===== config.mk =====
export PLATFORM = sky130hd
export DESIGN_NAME = ssi_on_demand
export DESIGN_NICKNAME = d
export VERILOG_FILES = /design/src/verilog/ssi_pkg.sv /design/src/verilog/ssi_on_demand.sv
export SDC_FILE = /design/constraint.sdc
export NUM_CORES = 1
export LEC_CHECK = 0
export BUFFER_PORTS_ARGS = -buffer_cell sky130_fd_sc_hd__buf_2
export CAP_MARGIN = 25
export CORE_ASPECT_RATIO = 0.8
export CORE_MARGIN = 2
export CORE_UTILIZATION = 30
export CTS_CLUSTER_DIAMETER = 30
export DETAILED_ROUTE_END_ITERATION = 8
export MAX_ROUTING_LAYER = met4
export PLACE_DENSITY = 0.52
export SLEW_MARGIN = 5
export SYNTH_ARGS = -nofsm -noshare
export SYNTH_HDL_FRONTEND = slang
export SYNTH_SLANG_ARGS = --single-unit

===== constraint.sdc =====
create_clock -name clock_i -period 4.67 [get_ports clock_i]
set_input_delay 0.2335 -clock clock_i [delete_from_list [all_inputs] [get_ports clock_i]]
set_output_delay 0.2335 -clock clock_i [all_outputs]
set_load 0.05 [all_outputs]

===== src/verilog/ssi_pkg.sv =====
`default_nettype none
package ssi_pkg;
  // ----------------------------------------
  // Widths and register offsets
  // ----------------------------------------
  localparam int          DATA_W  = 24;
  localparam int          ADDR_W  = 16;
  localparam logic [15:0] A_PCC   = 16'hFFE1; // port_c_control
  localparam logic [15:0] A_PDIR  = 16'hFFE3; // port_c_direction
  localparam logic [15:0] A_PDAT  = 16'hFFE5; // port_c_pin_data
  localparam logic [15:0] A_CTLA  = 16'hFFEC; // serial_control_a
  localparam logic [15:0] A_CTLB  = 16'hFFED; // serial_control_b
  localparam logic [15:0] A_STAT  = 16'hFFEE; // serial_status
  localparam logic [15:0] A_DATA  = 16'hFFEF; // serial_tx_rx_data
  // ----------------------------------------
  // Field positions
  // ----------------------------------------
  localparam int CTLA_PRE_LSB = 0;  // Half bit period - 1, 8 bits
  localparam int CTLA_DIV_LSB = 8;  // frame_divide_ratio, 5 bits
  localparam int CTLA_WL_LSB  = 13; // Word length code, 2 bits
  localparam int CTLB_FSD     = 4;  // frame_sync_pin_direction
  localparam int CTLB_BIT_CLOCK_DIRECTION    = 5;  // bit_clock_direction
  localparam int CTLB_SYN     = 9;  // Synchronous clocking
  localparam int CTLB_GCK     = 10; // Gated clock
  localparam int CTLB_NET     = 11; // Network mode
  localparam int CTLB_RE      = 12; // receiver_enable
  localparam int CTLB_TE      = 13; // transmitter_enable
  localparam int PCC_ON       = 8;  // Serial port pins on
  localparam int STAT_TDE     = 6;  // transmit_empty_flag
  localparam int STAT_RDF     = 7;  // receive_full_flag
  // ----------------------------------------
  // Reset values and counts
  // ----------------------------------------
  localparam logic [23:0] REG_RST  = 24'h000000;
  localparam logic [4:0]  DIV_OND  = 5'h00;
  localparam logic [1:0]  GAP_BITS = 2'h2;
  // ----------------------------------------
  // Types
  // ----------------------------------------
  typedef enum logic [2:0] {
    TX_IDLE  = 3'h1,
    TX_SHIFT = 3'h2,
    TX_GAP   = 3'h4
  } tx_state_t;
  typedef struct packed {
    logic sck;    // Transmit bit clock
    logic sck_oe;
    logic fs;     // Transmit frame sync
    logic fs_oe;
    logic txd;    // Serial data out
    logic txd_oe;
  } tx_pins_t;
  typedef struct packed {
    logic sck; // Receive bit clock
    logic fs;  // Receive frame sync
    logic rxd; // Serial data in
  } rx_pins_t;
  // Word length code to bit count
  function automatic logic [4:0] word_bits(input logic [1:0] wl);
    case (wl)
      2'h0:    word_bits = 5'h08;
      2'h1:    word_bits = 5'h0C;
      2'h2:    word_bits = 5'h10;
      default: word_bits = 5'h18;
    endcase
  endfunction
endpackage
`default_nettype wire

===== src/verilog/ssi_on_demand.sv =====
`timescale 1ns/1ps
`default_nettype none
module ssi_on_demand (
  input  wire logic                  clock_i,
  input  wire logic                  rst_n_i,
  input  wire logic [15:0]           addr_i,
  input  wire logic [23:0]           wdata_i,
  input  wire logic                  wr_i,
  input  wire logic                  rd_i,
  output var  logic [23:0]           rdata_o,
  input  wire ssi_pkg::rx_pins_t     rx_pins_i,
  output var  ssi_pkg::tx_pins_t     tx_pins_o
);
  import ssi_pkg::*;

  // ----------------------------------------
  // Registers
  // ----------------------------------------
  logic [23:0] pcc_ff;      // port_c_control
  logic [23:0] pdir_ff;     // port_c_direction
  logic [23:0] pdat_ff;     // port_c_pin_data
  logic [23:0] ctla_ff;     // serial_control_a
  logic [23:0] ctlb_ff;     // serial_control_b
  logic [23:0] hold_ff;     // Pending transmit word
  logic [23:0] rx_data_ff;  // Last received word
  logic        tde_ff;      // transmit_empty_flag
  logic        rdf_ff;      // receive_full_flag

  // Decoded strobes
  logic wr_data;
  logic rd_data;
  assign wr_data = wr_i && (addr_i == A_DATA);
  assign rd_data = rd_i && (addr_i == A_DATA);

  // Decoded mode
  logic       port_on;
  logic       on_demand;
  logic       gck;
  logic       syn;
  logic [4:0] wl_bits;
  assign port_on   = pcc_ff[PCC_ON];
  assign on_demand = ctlb_ff[CTLB_NET]
                     && (ctla_ff[CTLA_DIV_LSB +: 5] == DIV_OND);
  assign gck       = ctlb_ff[CTLB_GCK];
  assign syn       = ctlb_ff[CTLB_SYN];
  assign wl_bits   = word_bits(ctla_ff[CTLA_WL_LSB +: 2]);

  // ----------------------------------------
  // Control register writes
  // ----------------------------------------
  always_ff @(posedge clock_i)
  begin
    if (!rst_n_i)
    begin
      pcc_ff  <= REG_RST;
      pdir_ff <= REG_RST;
      pdat_ff <= REG_RST;
      ctla_ff <= REG_RST;
      ctlb_ff <= REG_RST;
    end
    else if (wr_i)
    begin
      // Status is read-only, data handled apart
      case (addr_i)
        A_PCC:   pcc_ff  <= wdata_i;
        A_PDIR:  pdir_ff <= wdata_i;
        A_PDAT:  pdat_ff <= wdata_i;
        A_CTLA:  ctla_ff <= wdata_i;
        A_CTLB:  ctlb_ff <= wdata_i;
        default: ;
      endcase
    end
  end

  // ----------------------------------------
  // Bit clock generator
  // ----------------------------------------
  logic [7:0] div_cnt_ff; // Half period counter
  logic       sck_int_ff; // Free running bit clock
  logic       tick;
  logic       fall_tick;  // Transmit side changes here
  assign tick      = port_on && (div_cnt_ff == ctla_ff[CTLA_PRE_LSB +: 8]);
  assign fall_tick = tick && sck_int_ff;

  // Divider stops with the port to keep phase known
  always_ff @(posedge clock_i)
  begin
    if (!rst_n_i || !port_on)
    begin
      div_cnt_ff <= 8'h00;
      sck_int_ff <= 1'b0;
    end
    else if (tick)
    begin
      div_cnt_ff <= 8'h00;
      sck_int_ff <= ~sck_int_ff;
    end
    else
    begin
      div_cnt_ff <= div_cnt_ff + 8'h01;
    end
  end

  // ----------------------------------------
  // Transmit state machine
  // ----------------------------------------
  tx_state_t   tx_state_ff;
  logic [23:0] tx_sh_ff;   // Word being shifted
  logic [4:0]  tx_cnt_ff;  // Bit index, counts down
  logic [1:0]  gap_ff;     // Idle bit clocks left
  logic        tx_fs_ff;   // Frame sync, first bit only
  logic        tx_run;
  logic        tx_load;    // Hold moves into shifter
  logic        gap_done;
  assign tx_run   = port_on && on_demand && ctlb_ff[CTLB_TE];
  assign gap_done = (tx_state_ff == TX_IDLE)
                    || ((tx_state_ff == TX_GAP) && (gap_ff == 2'h0));
  // A word leaves only after software wrote one
  assign tx_load  = tx_run && fall_tick && gap_done && !tde_ff;

  always_ff @(posedge clock_i)
  begin
    if (!rst_n_i || !tx_run)
    begin
      tx_state_ff <= TX_IDLE;
      tx_sh_ff    <= REG_RST;
      tx_cnt_ff   <= 5'h00;
      gap_ff      <= 2'h0;
      tx_fs_ff    <= 1'b0;
    end
    else if (tx_load)
    begin
      // Sync rides the first bit of the word
      tx_state_ff <= TX_SHIFT;
      tx_sh_ff    <= hold_ff;
      tx_cnt_ff   <= wl_bits - 5'h01;
      tx_fs_ff    <= 1'b1;
    end
    else if (fall_tick)
    begin
      tx_fs_ff <= 1'b0;
      case (tx_state_ff)
        TX_SHIFT:
        begin
          if (tx_cnt_ff == 5'h00)
          begin
            // Gap keeps sync low and gated clock off
            tx_state_ff <= TX_GAP;
            gap_ff      <= GAP_BITS - 2'h1;
          end
          else
          begin
            tx_cnt_ff <= tx_cnt_ff - 5'h01;
          end
        end
        TX_GAP:
        begin
          if (gap_ff == 2'h0)
            tx_state_ff <= TX_IDLE;
          else
            gap_ff <= gap_ff - 2'h1;
        end
        TX_IDLE: ;
        default: tx_state_ff <= TX_IDLE;
      endcase
    end
  end

  // ----------------------------------------
  // Transmit hold register and empty flag
  // ----------------------------------------
  always_ff @(posedge clock_i)
  begin
    if (!rst_n_i)
    begin
      hold_ff <= REG_RST;
      tde_ff  <= 1'b1;
    end
    else if (wr_data && tde_ff)
    begin
      // Second write while full is dropped
      hold_ff <= wdata_i;
      tde_ff  <= 1'b0;
    end
    else if (tx_load)
    begin
      tde_ff <= 1'b1;
    end
  end

  // ----------------------------------------
  // Receive pin synchronisers
  // ----------------------------------------
  rx_pins_t rx_s1_ff; // First stage, read by second only
  rx_pins_t rx_s2_ff;
  always_ff @(posedge clock_i)
  begin
    if (!rst_n_i)
    begin
      rx_s1_ff <= '0;
      rx_s2_ff <= '0;
    end
    else
    begin
      rx_s1_ff <= rx_pins_i;
      rx_s2_ff <= rx_s1_ff;
    end
  end

  // ----------------------------------------
  // Receiver
  // ----------------------------------------
  logic        rx_clk;     // Selected receive clock
  logic        rx_fs;      // Selected receive sync
  logic        rx_clk_q_ff;
  logic        rx_busy_ff;
  logic [23:0] rx_sh_ff;
  logic [4:0]  rx_cnt_ff;  // Bits still to come
  logic        rx_run;
  logic        rx_rise;
  logic        rx_done;
  // Own clocks only in synchronous mode; full duplex needs pins
  assign rx_clk  = syn ? (sck_int_ff && (!gck || tx_state_ff == TX_SHIFT))
                       : rx_s2_ff.sck;
  assign rx_fs   = syn ? tx_fs_ff : rx_s2_ff.fs;
  assign rx_run  = port_on && on_demand && ctlb_ff[CTLB_RE];
  assign rx_rise = rx_run && rx_clk && !rx_clk_q_ff;
  assign rx_done = rx_rise && rx_busy_ff && (rx_cnt_ff == 5'h01);

  always_ff @(posedge clock_i)
  begin
    if (!rst_n_i)
      rx_clk_q_ff <= 1'b0;
    else
      rx_clk_q_ff <= rx_clk;
  end

  // Gated: any clock starts a word; continuous: sync must be high
  always_ff @(posedge clock_i)
  begin
    if (!rst_n_i || !rx_run)
    begin
      rx_busy_ff <= 1'b0;
      rx_sh_ff   <= REG_RST;
      rx_cnt_ff  <= 5'h00;
    end
    else if (rx_rise)
    begin
      rx_sh_ff <= {rx_sh_ff[22:0], rx_s2_ff.rxd};
      if (!rx_busy_ff && (gck || rx_fs))
      begin
        rx_busy_ff <= 1'b1;
        rx_cnt_ff  <= wl_bits - 5'h01;
      end
      else if (rx_busy_ff)
      begin
        rx_cnt_ff  <= rx_cnt_ff - 5'h01;
        rx_busy_ff <= (rx_cnt_ff != 5'h01);
      end
    end
  end

  // No overrun: a new word simply replaces the old
  always_ff @(posedge clock_i)
  begin
    if (!rst_n_i)
    begin
      rx_data_ff <= REG_RST;
      rdf_ff     <= 1'b0;
    end
    else if (rx_done)
    begin
      // Set wins over a read in the same cycle
      rx_data_ff <= {rx_sh_ff[22:0], rx_s2_ff.rxd} & ~(24'hFFFFFF << wl_bits);
      rdf_ff     <= 1'b1;
    end
    else if (rd_data)
    begin
      rdf_ff <= 1'b0;
    end
  end

  // ----------------------------------------
  // Read data, valid the cycle after rd_i
  // ----------------------------------------
  always_ff @(posedge clock_i)
  begin
    if (!rst_n_i)
      rdata_o <= REG_RST;
    else if (rd_i)
    begin
      case (addr_i)
        A_PCC:   rdata_o <= pcc_ff;
        A_PDIR:  rdata_o <= pdir_ff;
        A_PDAT:  rdata_o <= pdat_ff;
        A_CTLA:  rdata_o <= ctla_ff;
        A_CTLB:  rdata_o <= ctlb_ff;
        A_STAT:  rdata_o <= ({23'h0, rdf_ff} << STAT_RDF)
                            | ({23'h0, tde_ff} << STAT_TDE);
        A_DATA:  rdata_o <= rx_data_ff;
        default: rdata_o <= REG_RST; // Unmapped reads zero
      endcase
    end
    else
      rdata_o <= REG_RST;
  end

  // ----------------------------------------
  // Pin drivers, one register stage
  // ----------------------------------------
  // Clock and sync directions follow their control bits while the port is on; data pin drives only while shifting
  always_ff @(posedge clock_i)
  begin
    if (!rst_n_i)
      tx_pins_o <= '0;
    else
    begin
      tx_pins_o.sck    <= sck_int_ff && (!gck || tx_state_ff == TX_SHIFT);
      tx_pins_o.sck_oe <= port_on && ctlb_ff[CTLB_BIT_CLOCK_DIRECTION];
      tx_pins_o.fs     <= tx_fs_ff;
      tx_pins_o.fs_oe  <= port_on && ctlb_ff[CTLB_FSD];
      tx_pins_o.txd    <= (tx_state_ff == TX_SHIFT) && tx_sh_ff[tx_cnt_ff];
      tx_pins_o.txd_oe <= tx_run && (tx_state_ff == TX_SHIFT);
    end
  end
endmodule
`default_nettype wire


# Word-level counts from Yosys, hierarchy flattened
# Cells that the tools add are included.
# word_totals
ff_bits	280
in_bits	47
wordCells	157
# op_classes
add_sub_neg	5
order_cmp	1
n_eq_ne	22
shift	1
n_mux	28
bitwise_logic	6
n_reduce_logical	60
# op_table
cell	n
24-bit one-hot mux with 7 select lines	1
16-bit equality test (second input constant)	7
5-bit two-way mux	6
24-bit bitwise AND	1
24-bit inverter	1
24-bit by 5-bit left shift with 24-bit output (first input constant)	1
1-bit logical AND	23
5-bit one-hot mux with 3 select lines	1
5-bit by 1-bit subtractor with 5-bit output (second input constant)	3
2-bit AND reduction	7
2-bit nonzero test	6
1-bit two-way mux	11
5-bit logical NOT	2
3-bit one-hot mux with 3 select lines	1
8-bit by 1-bit adder with 8-bit output (second input constant)	1
8-bit equality test	1
1-bit logical NOT	8
2-bit two-way mux	4
2-bit inequality test (second input constant)	4
8-bit by 7-bit OR with 8-bit output	1
4-bit AND reduction	2
1-bit logical OR	6
5-bit by 6-bit less-than comparator with 1-bit output (second input constant)	1
3-bit two-way mux	2
18 further kinds	22

# Logic depth before layout (Yosys ltp)
# Gate-level depths: netlist (run 1).
# logic_depth
word_depth	9
depth_mapped	10

# Worst setup path after synthesis (run 1)
# OpenSTA, ideal clock, no wires.
# synth_timing
kind	reg-to-reg
start	register tx_cnt_ff[0]
end	register tx_cnt_ff[4]
setup_time_ns	0.132
t_arrival_ns	2.180
t_required_ns	4.538
path_slack_ns	2.357
stages_incl_launch_ff	10
path_cell_list	dfxtp_1 > clkbuf_1 > inv_1 > ha_1 > or4b_2 > nand2_1 > or4b_1 > and2b_1 > o21ai_1 > a21oi_1
# synth_between
elab_chain_len	5
elab_cells_between_ends	8
cone_classes	add/sub (1); eq/ne (1); mux (4); reduce/logical (2)
# synth_lines
element	line_no	source
from (decl)	ssi_on_demand.sv:109	logic [4:0] tx_cnt_ff;
from (signal assigned)	ssi_on_demand.sv:136	tx_cnt_ff <= wl_bits - 5'h01;
from (signal assigned)	ssi_on_demand.sv:153	tx_cnt_ff <= tx_cnt_ff - 5'h01;
5-bit by 1-bit subtractor with 5-bit output	ssi_on_demand.sv:153	
5-bit two-way mux	ssi_on_demand.sv:145	if (tx_cnt_ff == 5'h00)
5-bit two-way mux	ssi_on_demand.sv:142	case (tx_state_ff)
5-bit two-way mux	ssi_on_demand.sv:139	else if (fall_tick)
5-bit two-way mux	ssi_on_demand.sv:131	else if (tx_load)
# Several ways; a longest one is shown, not always the timed one. The select of a mux whose other input is x is not followed.
# A chain may end at the register's enable or synchronous reset.

# Worst setup path in the final report (run 1)
# layout_timing
start	register ctlb_ff[9]
end	register rx_data_ff[9]
# layout_between
elab_chain_len	5
# layout_lines
element	line_no	source
from (decl)	ssi_on_demand.sv:23	logic [23:0] ctlb_ff;
from (signal assigned)	ssi_on_demand.sv:69	A_CTLB: ctlb_ff <= wdata_i;
1-bit two-way mux	ssi_on_demand.sv:223	assign rx_clk = syn ? (sck_int_ff && (!gck || tx_state_ff == TX_SHIFT))
1-bit logical AND (2 in series)	ssi_on_demand.sv:227	assign rx_rise = rx_run && rx_clk && !rx_clk_q_ff;
1-bit logical AND (2 in series)	ssi_on_demand.sv:228	assign rx_done = rx_rise && rx_busy_ff && (rx_cnt_ff == 5'h01);
to (signal assigned)	ssi_on_demand.sv:274	rx_data_ff <= {rx_sh_ff[22:0], rx_s2_ff.rxd} & ~(24'hFFFFFF << wl_bits);
to (decl)	ssi_on_demand.sv:25	logic [23:0] rx_data_ff;
# Every way passes these cells.

==> results of run 1 <==
[state kept, by name, indices dropped and copies added, names as in the netlist, 2 cells and up]
| signal | flops |
|---|---|
| rx_s1_ff | 3 |
| tx_state_ff | 3 |
| tx_cnt_ff | 5 |
| rx_sh_ff | 23 |
| ctla_ff | 24 |
| pdat_ff | 24 |
| div_cnt_ff | 8 |
| rx_data_ff | 24 |
| tx_pins_o | 6 |
| rdata_o | 24 |
| ctlb_ff | 24 |
| tx_sh_ff | 24 |
| rx_cnt_ff | 5 |
| rx_s2_ff | 3 |
| pdir_ff | 24 |
| pcc_ff | 24 |
| hold_ff | 24 |
| gap_ff | 2 |
[layout make-up]
class                      count  area, um2
fill                        3731      23300
sequential                   280       5610
multi-input combinational    920       5570
clock buffer                  87       1870
timing repair buffer         103        713
tap                          495        619
clock inverter                35        484
inverter                      17       63.8
[power by group through the flow]
stage | logic [W] | registers [W] | clock network (W)
floorplan | 0.0000520 | 0.00244 | 0
detailed placement | 0.000123 | 0.00245 | 0
global placement | 0.000123 | 0.00245 | 0
global route | 0.000132 | 0.00240 | 0.00500
finish | 0.000126 | 0.00240 | 0.00479
CTS | 0.000126 | 0.00240 | 0.00486
[cell families after synthesis]
family	after synthesis
AND/OR/NAND/NOR	544
AO/OA/AOI/OAI	289
flip-flops	280
buffers and inverters	110
multiplexers	62
XOR/XNOR	13
adder cells (fa/ha/maj)	12
[per-layer routing]
layer	vias up	track usage, %	share of wire (%)	wire (um)
met2	285	24.5	41	14600
met1	4743	26.8	51	18100
met4	0	5.79	2.4	841
li1	4727	-	-	-
met3	60	3.81	6.0	2150
met5	-	-	0	0
[worst max path at each step]
stage                                       to                 startpoint
floorplan            tx_cnt_ff[4]$_SDFFE_PP0P_  tx_cnt_ff[0]$_SDFFE_PP0P_
global placement      pdir_ff[17]$_SDFFE_PN0P_                  addr_i[4]
detailed placement     pdir_ff[5]$_SDFFE_PN0P_                  addr_i[4]
CTS                 rx_data_ff[9]$_SDFFE_PN0P_    ctlb_ff[9]$_SDFFE_PN0P_
global route        rx_data_ff[9]$_SDFFE_PN0P_    sck_int_ff$_SDFFE_PP0N_
finish              rx_data_ff[9]$_SDFFE_PN0P_    ctlb_ff[9]$_SDFFE_PN0P_
[through the flow]
step,total power [W],worst slack (ns),area [um2],instances,hold WS (ns)
finish,0.00731,1.92,14900,1937,0.0207
global route,0.00753,1.74,14900,1937,0.0209
detailed placement,0.00257,1.65,12500,1808,0.419
global placement,0.00257,1.71,12300,1802,0.418
floorplan,0.00250,2.36,11600,1310,0.361
CTS,0.00739,1.95,14900,1934,0.00346
[worst max-delay path, delay by kind of cell, from the launching register on]
kind / cells / cell delay, ns
buffers and inverters: 2 / 0.70
AND/OR/NAND/NOR: 3 / 1.01
AO/OA/AOI/OAI: 2 / 0.25
flip-flops: 1 / 0.66
[cell usage in the layout (no fill, tap or decap), drive strengths merged, types with 3 or more instances in the layout]
cell,n
nand2,328
dfxtp,280
a21boi,133
buf,99
clkbuf,87
nor2,55
mux2i,53
a21oi,50
nand3,49
nor2b,35
a222oi,28
inv,23
a31oi,21
a22oi,21
o21ai,18
and2,12
ha,12
nor3,12
clkinv,12
xor2,9
clkinvlp,9
and3,8
nand3b,8
bufinv,8
mux4,7
nor3b,7
nand2b,4
xnor2,4
dlygate4sd3,4
and4,3
a211oi,3
or2,3
or4b,3
[repair_timing]
item	CTS	global route
hold buffers	4	0
endpoints found under the setup margin	0	0
gates resized for setup	0	0
endpoints found under the hold margin	6	0
==> results.yml, run 1 <==
clocking:
  cts.path.max_buffers: 3
  numCtsBuffers: 68
  htreeDepth: 3
  root_buffer: "clkbuf_16"
  clock_latency_ns: 0.57
  cts_sinks: 280
  post_cts_buffers: 0
  cts_tree: "yes"
  clk_pin_slew_ns: 0.05
setup_path:
  timing.rr.start: "ctlb_ff[9]$_SDFFE_PN0P_"
  cp_cell_sequence: "or4bb_1, o311ai_4, buf_4, nand4_2, buf_4, a21oi_1, nor2b_1"
  r2r-end: "rx_data_ff[9]$_SDFFE_PN0P_"
  cp_max_fo: 28
  worst-setup-path-type: "register to register"
  critical_path_required_ns: 5.12
  worstPathArrival_ns: 3.20
  critPathMaxStageDelay_ns: 0.66
  worstRegToRegCells: 7
  cp_slowest_cell: "dfxtp_1"
  regToRegSetupSlack_ns: 1.92
  startpoint_type: "register"
  end_kind: "register"
  cp_common_cell: "buf_4"
global_route:
  grt_pass1_wl_mm: 55.5
  grt_use_total_pct: 18.2
  grt_overflow: 0
  grt_pass1_vias: 9256
  antenna_found_initial: 0
  grt_max_degree: 72
power_and_ir_drop:
  power_switching_w: 0.00158
  p_leak_nw: 5.16
  p_sw_share_pct: 21.6
  power_density_mw_per_mm2: 490
  comb_power_share_pct: 1.7
  peakVddDrop_mv: 0.253
  clockPowerShare_pct: 65.4
  p_int_w: 0.00573
  pwr-share-seq_pct: 32.8
worst_hold_path:
  hold_path_class: "input pin to register"
  worstHoldStart: "wdata_i[5]"
  hold_depth: 3
  worstHoldEndpoint: "pdat_ff[5]$_SDFFE_PN0P_"
timing:
  hold_viol: 0
  finalCritPeriodShare_pct: 58.8
  period_minus_slack_ns: 2.75
  setup_violations: 0
  fin_skew_ns: 0.0208
  tightest_slew_ns: 0.944
  rsz0062_at_grt: "false"
  drv_slew: 0
  relSlewSlack_pct: 37.1
  fmax_ghz: 0.364
  fin_setup_tns_ns: 0
synth:
  syn_area_per_cell_um2: 8.87
  synth_seq_cells: 280
  yosys.area_share.xor_xnor_pct: 0.980
  yosysTopAreaCell: "dfxtp_1"
  yosysSeqAreaShare_pct: 48.3
  synthAdderAreaFrac_pct: 1.29
  syn_area_mm2: 0.0116
  ys_warn_count: 0
  yosys.area_share.simple_pct: 21.2
  synth_commonest_cells: "328 x nand2_1, 280 x dfxtp_1, 121 x a21boi_0"
  synth_compound_area_share_pct: 18.0
  synthFlopType: "dfxtp_1"
  synth.most_common_cell: "nand2_1"
  synth_mux_area_share_pct: 6.12
  synthDominantCellAreaShare_pct: 48.3
  synth_top_family_by_area: "simple AND/OR/NAND/NOR gates"
  syn_nets: 1369
  synth_edf_count: 0
  netlist_top_cells_area: "dfxtp_1 48%, nand2_1 11%, a21boi_0 7.8%"
  yosysUniqueCellTypes: 71
  synth_async_sr_flop_share_pct: 0
  syn_inst: 1310
routing:
  drt_iter0_drc: 863
  wl_per_cell_um: 18.4
  ant_nets: 0
  wl_mm: 35.7
  drc_errors: 0
  firstDrtPassIters: 8
  via_count: 9815
  viasPerCell: 5.07
layout:
  syn2layout_area_growth_pct: 28.6
  final_core_util_pct: 39.1
  diodes: 0
  nets: 1449
  drive_gt1_share_pct: 16.5
die:
  row_count: 64
  start_util_pct: 30.4
  die_area_mm2: 0.0403
  dieHeight_um: 180
  die_w_um: 224
  top_level_ports: 77
  fp.coreArea_mm2: 0.0382
placement:
  place_hpwl_mm: 23.9
  routabilityCongestion: 0.818
  portBuffers: 76
run:
  maxCapViolations: 0
outcome:
  status: "finished, final reports clean"
No activity file was read; power rests on OpenSTA's default activity.
==> inputs of run 2 (changes only) <==
--- a/config.mk
+++ b/config.mk
@@ -13,7 +13,7 @@
 export CTS_CLUSTER_DIAMETER = 30
 export DETAILED_ROUTE_END_ITERATION = 8
 export MAX_ROUTING_LAYER = met4
-export PLACE_DENSITY = 0.52
+export PLACE_DENSITY = 0.54
 export SLEW_MARGIN = 5
 export SYNTH_ARGS = -nofsm -noshare
 export SYNTH_HDL_FRONTEND = slang
==> constraint.sdc (replaced) <==
create_clock -name clock_i -period 2.2 [get_ports clock_i]
set_input_delay 0.11 -clock clock_i [delete_from_list [all_inputs] [get_ports clock_i]]
set_output_delay 0.11 -clock clock_i [all_outputs]
set_load 0.05 [all_outputs]
==> results.yml, run 2 (same netlist as run 1, synthesis figures left out) <==
run:
  maxCapViolations: 0
timing:
  hold_viol: 0
  relSlewSlack_pct: 58.1
  drv_slew: 0
  tightest_slew_ns: 0.628
  fmax_ghz: 0.443
  finalCritPeriodShare_pct: 103
  rsz0062_at_grt: "true"
  period_minus_slack_ns: 2.26
  setup_ws_ns: -0.0556
  setup_violations: 17
  fin_skew_ns: 0.0374
routing:
  wl_mm: 37.5
  drc_errors: 0
  viasPerCell: 4.98
  ant_nets: 0
  firstDrtPassIters: 5
  wl_per_cell_um: 18.7
  via_count: 9957
  drt_iter0_drc: 893
placement:
  portBuffers: 76
  dpl-instance-area_mm2: 0.0130
  place_inst: 1861
  place_hpwl_mm: 25.2
  routabilityCongestion: 0.825
  dp_worst_setup_slack_ns: -0.0335
layout:
  diodes: 0
  syn2layout_area_growth_pct: 31.6
  final_common_cell: "nand2_1"
  final_core_util_pct: 40.0
  drive_gt1_share_pct: 19.1
  layout_common_cells: "328 x nand2_1, 278 x dfxtp_1, 121 x a21boi_0"
  postLayoutCellArea_mm2: 0.0153
  post_layout_nonfiller_instances: 1999
  nets: 1518
setup_path:
  r2r-end: "tx_sh_ff[14]$_SDFFE_PP0P_"
  startpoint_type: "register"
  regToRegSetupSlack_ns: -0.06
  crit_family: "simple AND/OR/NAND/NOR gates"
  setup.worst_path.start: "gap_ff[0]$_SDFFE_PP0P_"
  worstRegToRegCells: 10
  cp_max_fo: 6
  timing.rr.start: "gap_ff[0]$_SDFFE_PP0P_"
  worst-setup-path-type: "register to register"
  end_kind: "register"
  cp_cell_sequence: "inv_2, ha_4, nand3b_1, a2111oi_4, and2b_2, nor3b_4, buf_6, clkbuf_16, mux2i_1, nor2_1"
  critical_path_required_ns: 2.66
  cp_slowest_cell: "a2111oi_4"
  crit_buf_inv: 3
  worstPathArrival_ns: 2.72
  critPathMaxStageDelay_ns: 0.40
global_route:
  grt_max_degree: 78
  grt_use_total_pct: 18.7
  grt_overflow: 0
  grt_pass1_wl_mm: 57.0
  antenna_found_initial: 0
  grt_pass1_vias: 9438
power_and_ir_drop:
  pwr-share-seq_pct: 36.9
  total_power_w: 0.0138
  peakVddDrop_mv: 0.621
  power_switching_w: 0.00317
  power_density_mw_per_mm2: 902
  clockPowerShare_pct: 60.8
  p_leak_nw: 5.36
  p_sw_share_pct: 23.0
  p_int_w: 0.0106
  comb_power_share_pct: 2.3
die:
  die_area_mm2: 0.0403
  fp.coreArea_mm2: 0.0382
  row_count: 64
  start_util_pct: 30.4
  top_level_ports: 77
  die_w_um: 224
  dieHeight_um: 180
clocking:
  clk_pin_slew_ns: 0.05
  cts.path.max_buffers: 3
  cts_sinks: 280
  htreeDepth: 2
  clock_latency_ns: 0.59
  cts_tree: "yes"
  numCtsBuffers: 54
  root_buffer: "clkbuf_16"
outcome:
  status: "finished, violations left"
  violations: "negative setup slack"
worst_hold_path:
  hold_depth: 3
  worstHoldEndpoint: "ctlb_ff[3]$_SDFFE_PN0P_"
  worstHoldStart: "wr_i"
  hold_path_class: "input pin to register"
[run 2: cell count changes in the layout (fill, tap and decap cells not counted), moves of 6 or more]
cell           delta
buf_4            +48
dlygate4sd3_1    +26
buf_12           +13
clkbuf_16        -12
clkinv_4          +8
clkbuf_8          -7
clkbuf_1          -6
[run 2: repair_timing]
action	4_1_cts	5_1_grt
hold buffers	30	0
buffers inserted	2	3
endpoints found under the setup margin	11	44
hold endpoints to repair	166	0
pin swaps	3	4
gates cloned	1	2
resized for setup	2	12
[run 2: cell type report]
cell class                 count  area, um2
inverter                      17       63.8
sequential                   280       5610
clock buffer                  60       1400
multi-input combinational    920       5600
fill                        3724      22900
timing repair buffer         186       1500
clock inverter                41        489
tap                          495        619
[run 2: worst max path at each step]
stage | to | slack (ns) | depth (start not counted)
3_3_place_gp | tx_sh_ff[19]$_SDFFE_PP0P_ | 0.05 | 9
2_1_floorplan | gap_ff[1]$_SDFFE_PP0P_ | 0.04 | 8
5_1_grt | tx_sh_ff[0]$_SDFFE_PP0P_ | -0.09 | 10
3_5_place_dp | tx_sh_ff[14]$_SDFFE_PP0P_ | -0.03 | 9
6_report | tx_sh_ff[14]$_SDFFE_PP0P_ | -0.06 | 10
4_1_cts | tx_sh_ff[8]$_SDFFE_PP0P_ | 0.003 | 8
[run 2: layer usage]
layer	part of all wire (%)	track usage (%)	up-vias	wire, um
li1	-	-	4851	-
met1	50	27.3	4766	18700
met2	42	26.1	296	15700
met3	6.7	3.96	44	2520
met4	1.5	4.37	0	564
met5	0	-	-	0
[run 2: power groups by stage]
stage	Clock [W]	Sequential, W	Combinational (W)
6_report	0.00837	0.00509	0.000312
5_1_grt	0.00881	0.00508	0.000330
4_1_cts	0.00852	0.00509	0.000311
3_5_place_dp	0	0.00519	0.000269
3_3_place_gp	0	0.00519	0.000269
2_1_floorplan	0	0.00519	0.000110
[run 2: worst register-to-register path, stage by stage, from the launching register on]
cell and delay [ns]:
dfxtp_2 0.32, inv_2 0.08, ha_4 0.15, nand3b_1 0.16, a2111oi_4 0.40, and2b_2 0.21, nor3b_4 0.25, buf_6 0.16
clkbuf_16 0.15, mux2i_1 0.19, nor2_1 0.06
[run 2: stage by stage]
step / hold slack [ns] / TNS (ns)
global route: 0.100 / -1.98
CTS: 0.0846 / 0
finish: 0.114 / -0.352
floorplan: 0.237 / 0
global placement: 0.335 / 0
detailed placement: 0.324 / -0.0780
==> inputs of run 3 (changes only) <==
--- a/config.mk
+++ b/config.mk
@@ -12,6 +12,7 @@
 export CORE_UTILIZATION = 30
 export CTS_CLUSTER_DIAMETER = 30
 export DETAILED_ROUTE_END_ITERATION = 8
+export GPL_TIMING_DRIVEN = 0
 export MAX_ROUTING_LAYER = met4
 export PLACE_DENSITY = 0.54
 export SLEW_MARGIN = 5
==> results.yml, run 3 (same netlist as run 1, synthesis figures left out) <==
placement:
  routabilityCongestion: 0.898
  portBuffers: 75
  place_hpwl_mm: 27.9
  dp_worst_setup_slack_ns: -0.712
outcome:
  status: "finished, violations left"
  violations: "negative setup slack"
timing:
  tightest_slew_ns: 0.788
  setup_violations: 24
  rsz0062_at_grt: "true"
  fin_skew_ns: 0.0233
  period_minus_slack_ns: 2.30
  finalCritPeriodShare_pct: 104
  relSlewSlack_pct: 47.4
  fin_setup_tns_ns: -1.29
  fmax_ghz: 0.435
  hold_viol: 0
  drv_slew: 0
  setup_ws_ns: -0.0989
layout:
  layout_common_cells: "326 x nand2_1, 274 x dfxtp_1, 120 x a21boi_0"
  nets: 1549
  final_common_cell: "nand2_1"
  syn2layout_area_growth_pct: 32.0
  fillers: 3793
  drive_gt1_share_pct: 17.9
  regArea_mm2: 0.00562
  multi_input_area_mm2: 0.00567
routing:
  via_count: 10246
  wl_per_cell_um: 19.3
  drc_errors: 0
  firstDrtPassIters: 8
  viasPerCell: 5.03
  wl_mm: 39.3
  ant_nets: 0
  drt_iter0_drc: 820
global_route:
  grt_pass1_vias: 9819
  antenna_found_initial: 0
  grt_use_total_pct: 19.7
  grt_pass1_wl_mm: 59.0
  grt_max_degree: 16
  grt_overflow: 0
worst_hold_path:
  hold_path_class: "input pin to register"
setup_path:
  startpoint_type: "register"
  cp_max_fo: 9
  critical_path_required_ns: 2.65
  regToRegSetupSlack_ns: -0.1
  worstPathArrival_ns: 2.75
  worst-setup-path-type: "register to register"
  end_kind: "register"
die:
  row_count: 64
  die_w_um: 224
  start_util_pct: 30.4
  fp.coreArea_mm2: 0.0382
  die_area_mm2: 0.0403
  dieHeight_um: 180
  top_level_ports: 77
clocking:
  clk_pin_slew_ns: 0.05
  root_buffer: "clkbuf_16"
  cts_tree: "yes"
  numCtsBuffers: 58
  cts.path.max_buffers: 3
  htreeDepth: 2
  clock_latency_ns: 0.58
  cts_sinks: 280
run:
  maxCapViolations: 0
power_and_ir_drop:
  power_density_mw_per_mm2: 953
  p_leak_nw: 5.33
  peakVddDrop_mv: 0.629
==> run 3: changes by cell type in the layout (fill, tap and decap cells not counted), moves of 5 or more <==
| cell | change |
|---|---|
| clkbuf_1 | +60 |
| buf_4 | -47 |
| buf_2 | +15 |
| buf_12 | -11 |
| clkbuf_2 | +9 |
| buf_6 | +6 |
| clkinv_4 | -5 |
==> run 3: power breakdown <==
part | switching (W) | leakage [nW] | internal, W
Sequential | 0.00000268 | 2.26 | 0.00509
Combinational | 0.000204 | 2.06 | 0.000128
Clock | 0.00289 | 1.00 | 0.00630
==> run 3: area by class of cell <==
class | instances | area share, %
multi-input combinational | 921 | 37.0
sequential | 280 | 36.6
clock buffer | 74 | 10.5
timing repair buffer | 124 | 5.54
tap | 495 | 4.04
clock inverter | 35 | 3.15
buffer | 88 | 2.73
inverter | 17 | 0.416
antenna | 1 | 0.0163
==> run 3: routing by layer <==
layer | share of wire [%] | track usage [%]
met5 | 0 | -
met4 | 2.1 | 5.57
met3 | 7.2 | 3.94
met2 | 42 | 28.2
met1 | 49 | 27.9
==> run 3: worst max-delay path: stages, from the launching register on <==
cell and delay (ns):
dfxtp_2 0.32, or4_4 0.61, a2111oi_4 0.23, and2b_2 0.22, nor3b_4 0.20, buf_6 0.18
buf_12 0.15, mux2i_2 0.21, nor2_1 0.07
==> run 3: final timing paths <==
path	startpoint	to	depth (start not counted)
max	ctla_ff[9]$_SDFFE_PN0P_	tx_sh_ff[17]$_SDFFE_PP0P_	8
min	addr_i[3]	rdata_o[3]$_SDFF_PN0_	5
max reg2reg	ctla_ff[9]$_SDFFE_PN0P_	tx_sh_ff[17]$_SDFFE_PP0P_	8
min reg2reg	rx_s1_ff[1]$_SDFF_PN0_	rx_s2_ff[1]$_SDFF_PN0_	1
==> run 3: per-stage QoR <==
step | hold slack, ns | cell area, um2 | std cells | util [%] | power, W
floorplan | 0.237 | 11600 | 1310 | - | 0.00530
global route | 0.205 | 15300 | 2034 | 40.1 | 0.0150
CTS | 0.175 | 15100 | 2022 | 39.5 | 0.0147
detailed placement | 0.321 | 12600 | 1880 | 33.0 | 0.00547
global placement | 0.322 | 12600 | 1880 | 33.0 | 0.00547
finish | 0.191 | 15300 | 2035 | 40.1 | 0.0146
==> run 3: what timing repair did <==
action,CTS,global route
buffers inserted,9,9
pin swaps,6,7
hold buffers,28,0
gates cloned,0,3
endpoints found under the setup margin,101,85
hold endpoints to repair,148,0
gates resized for setup,23,44
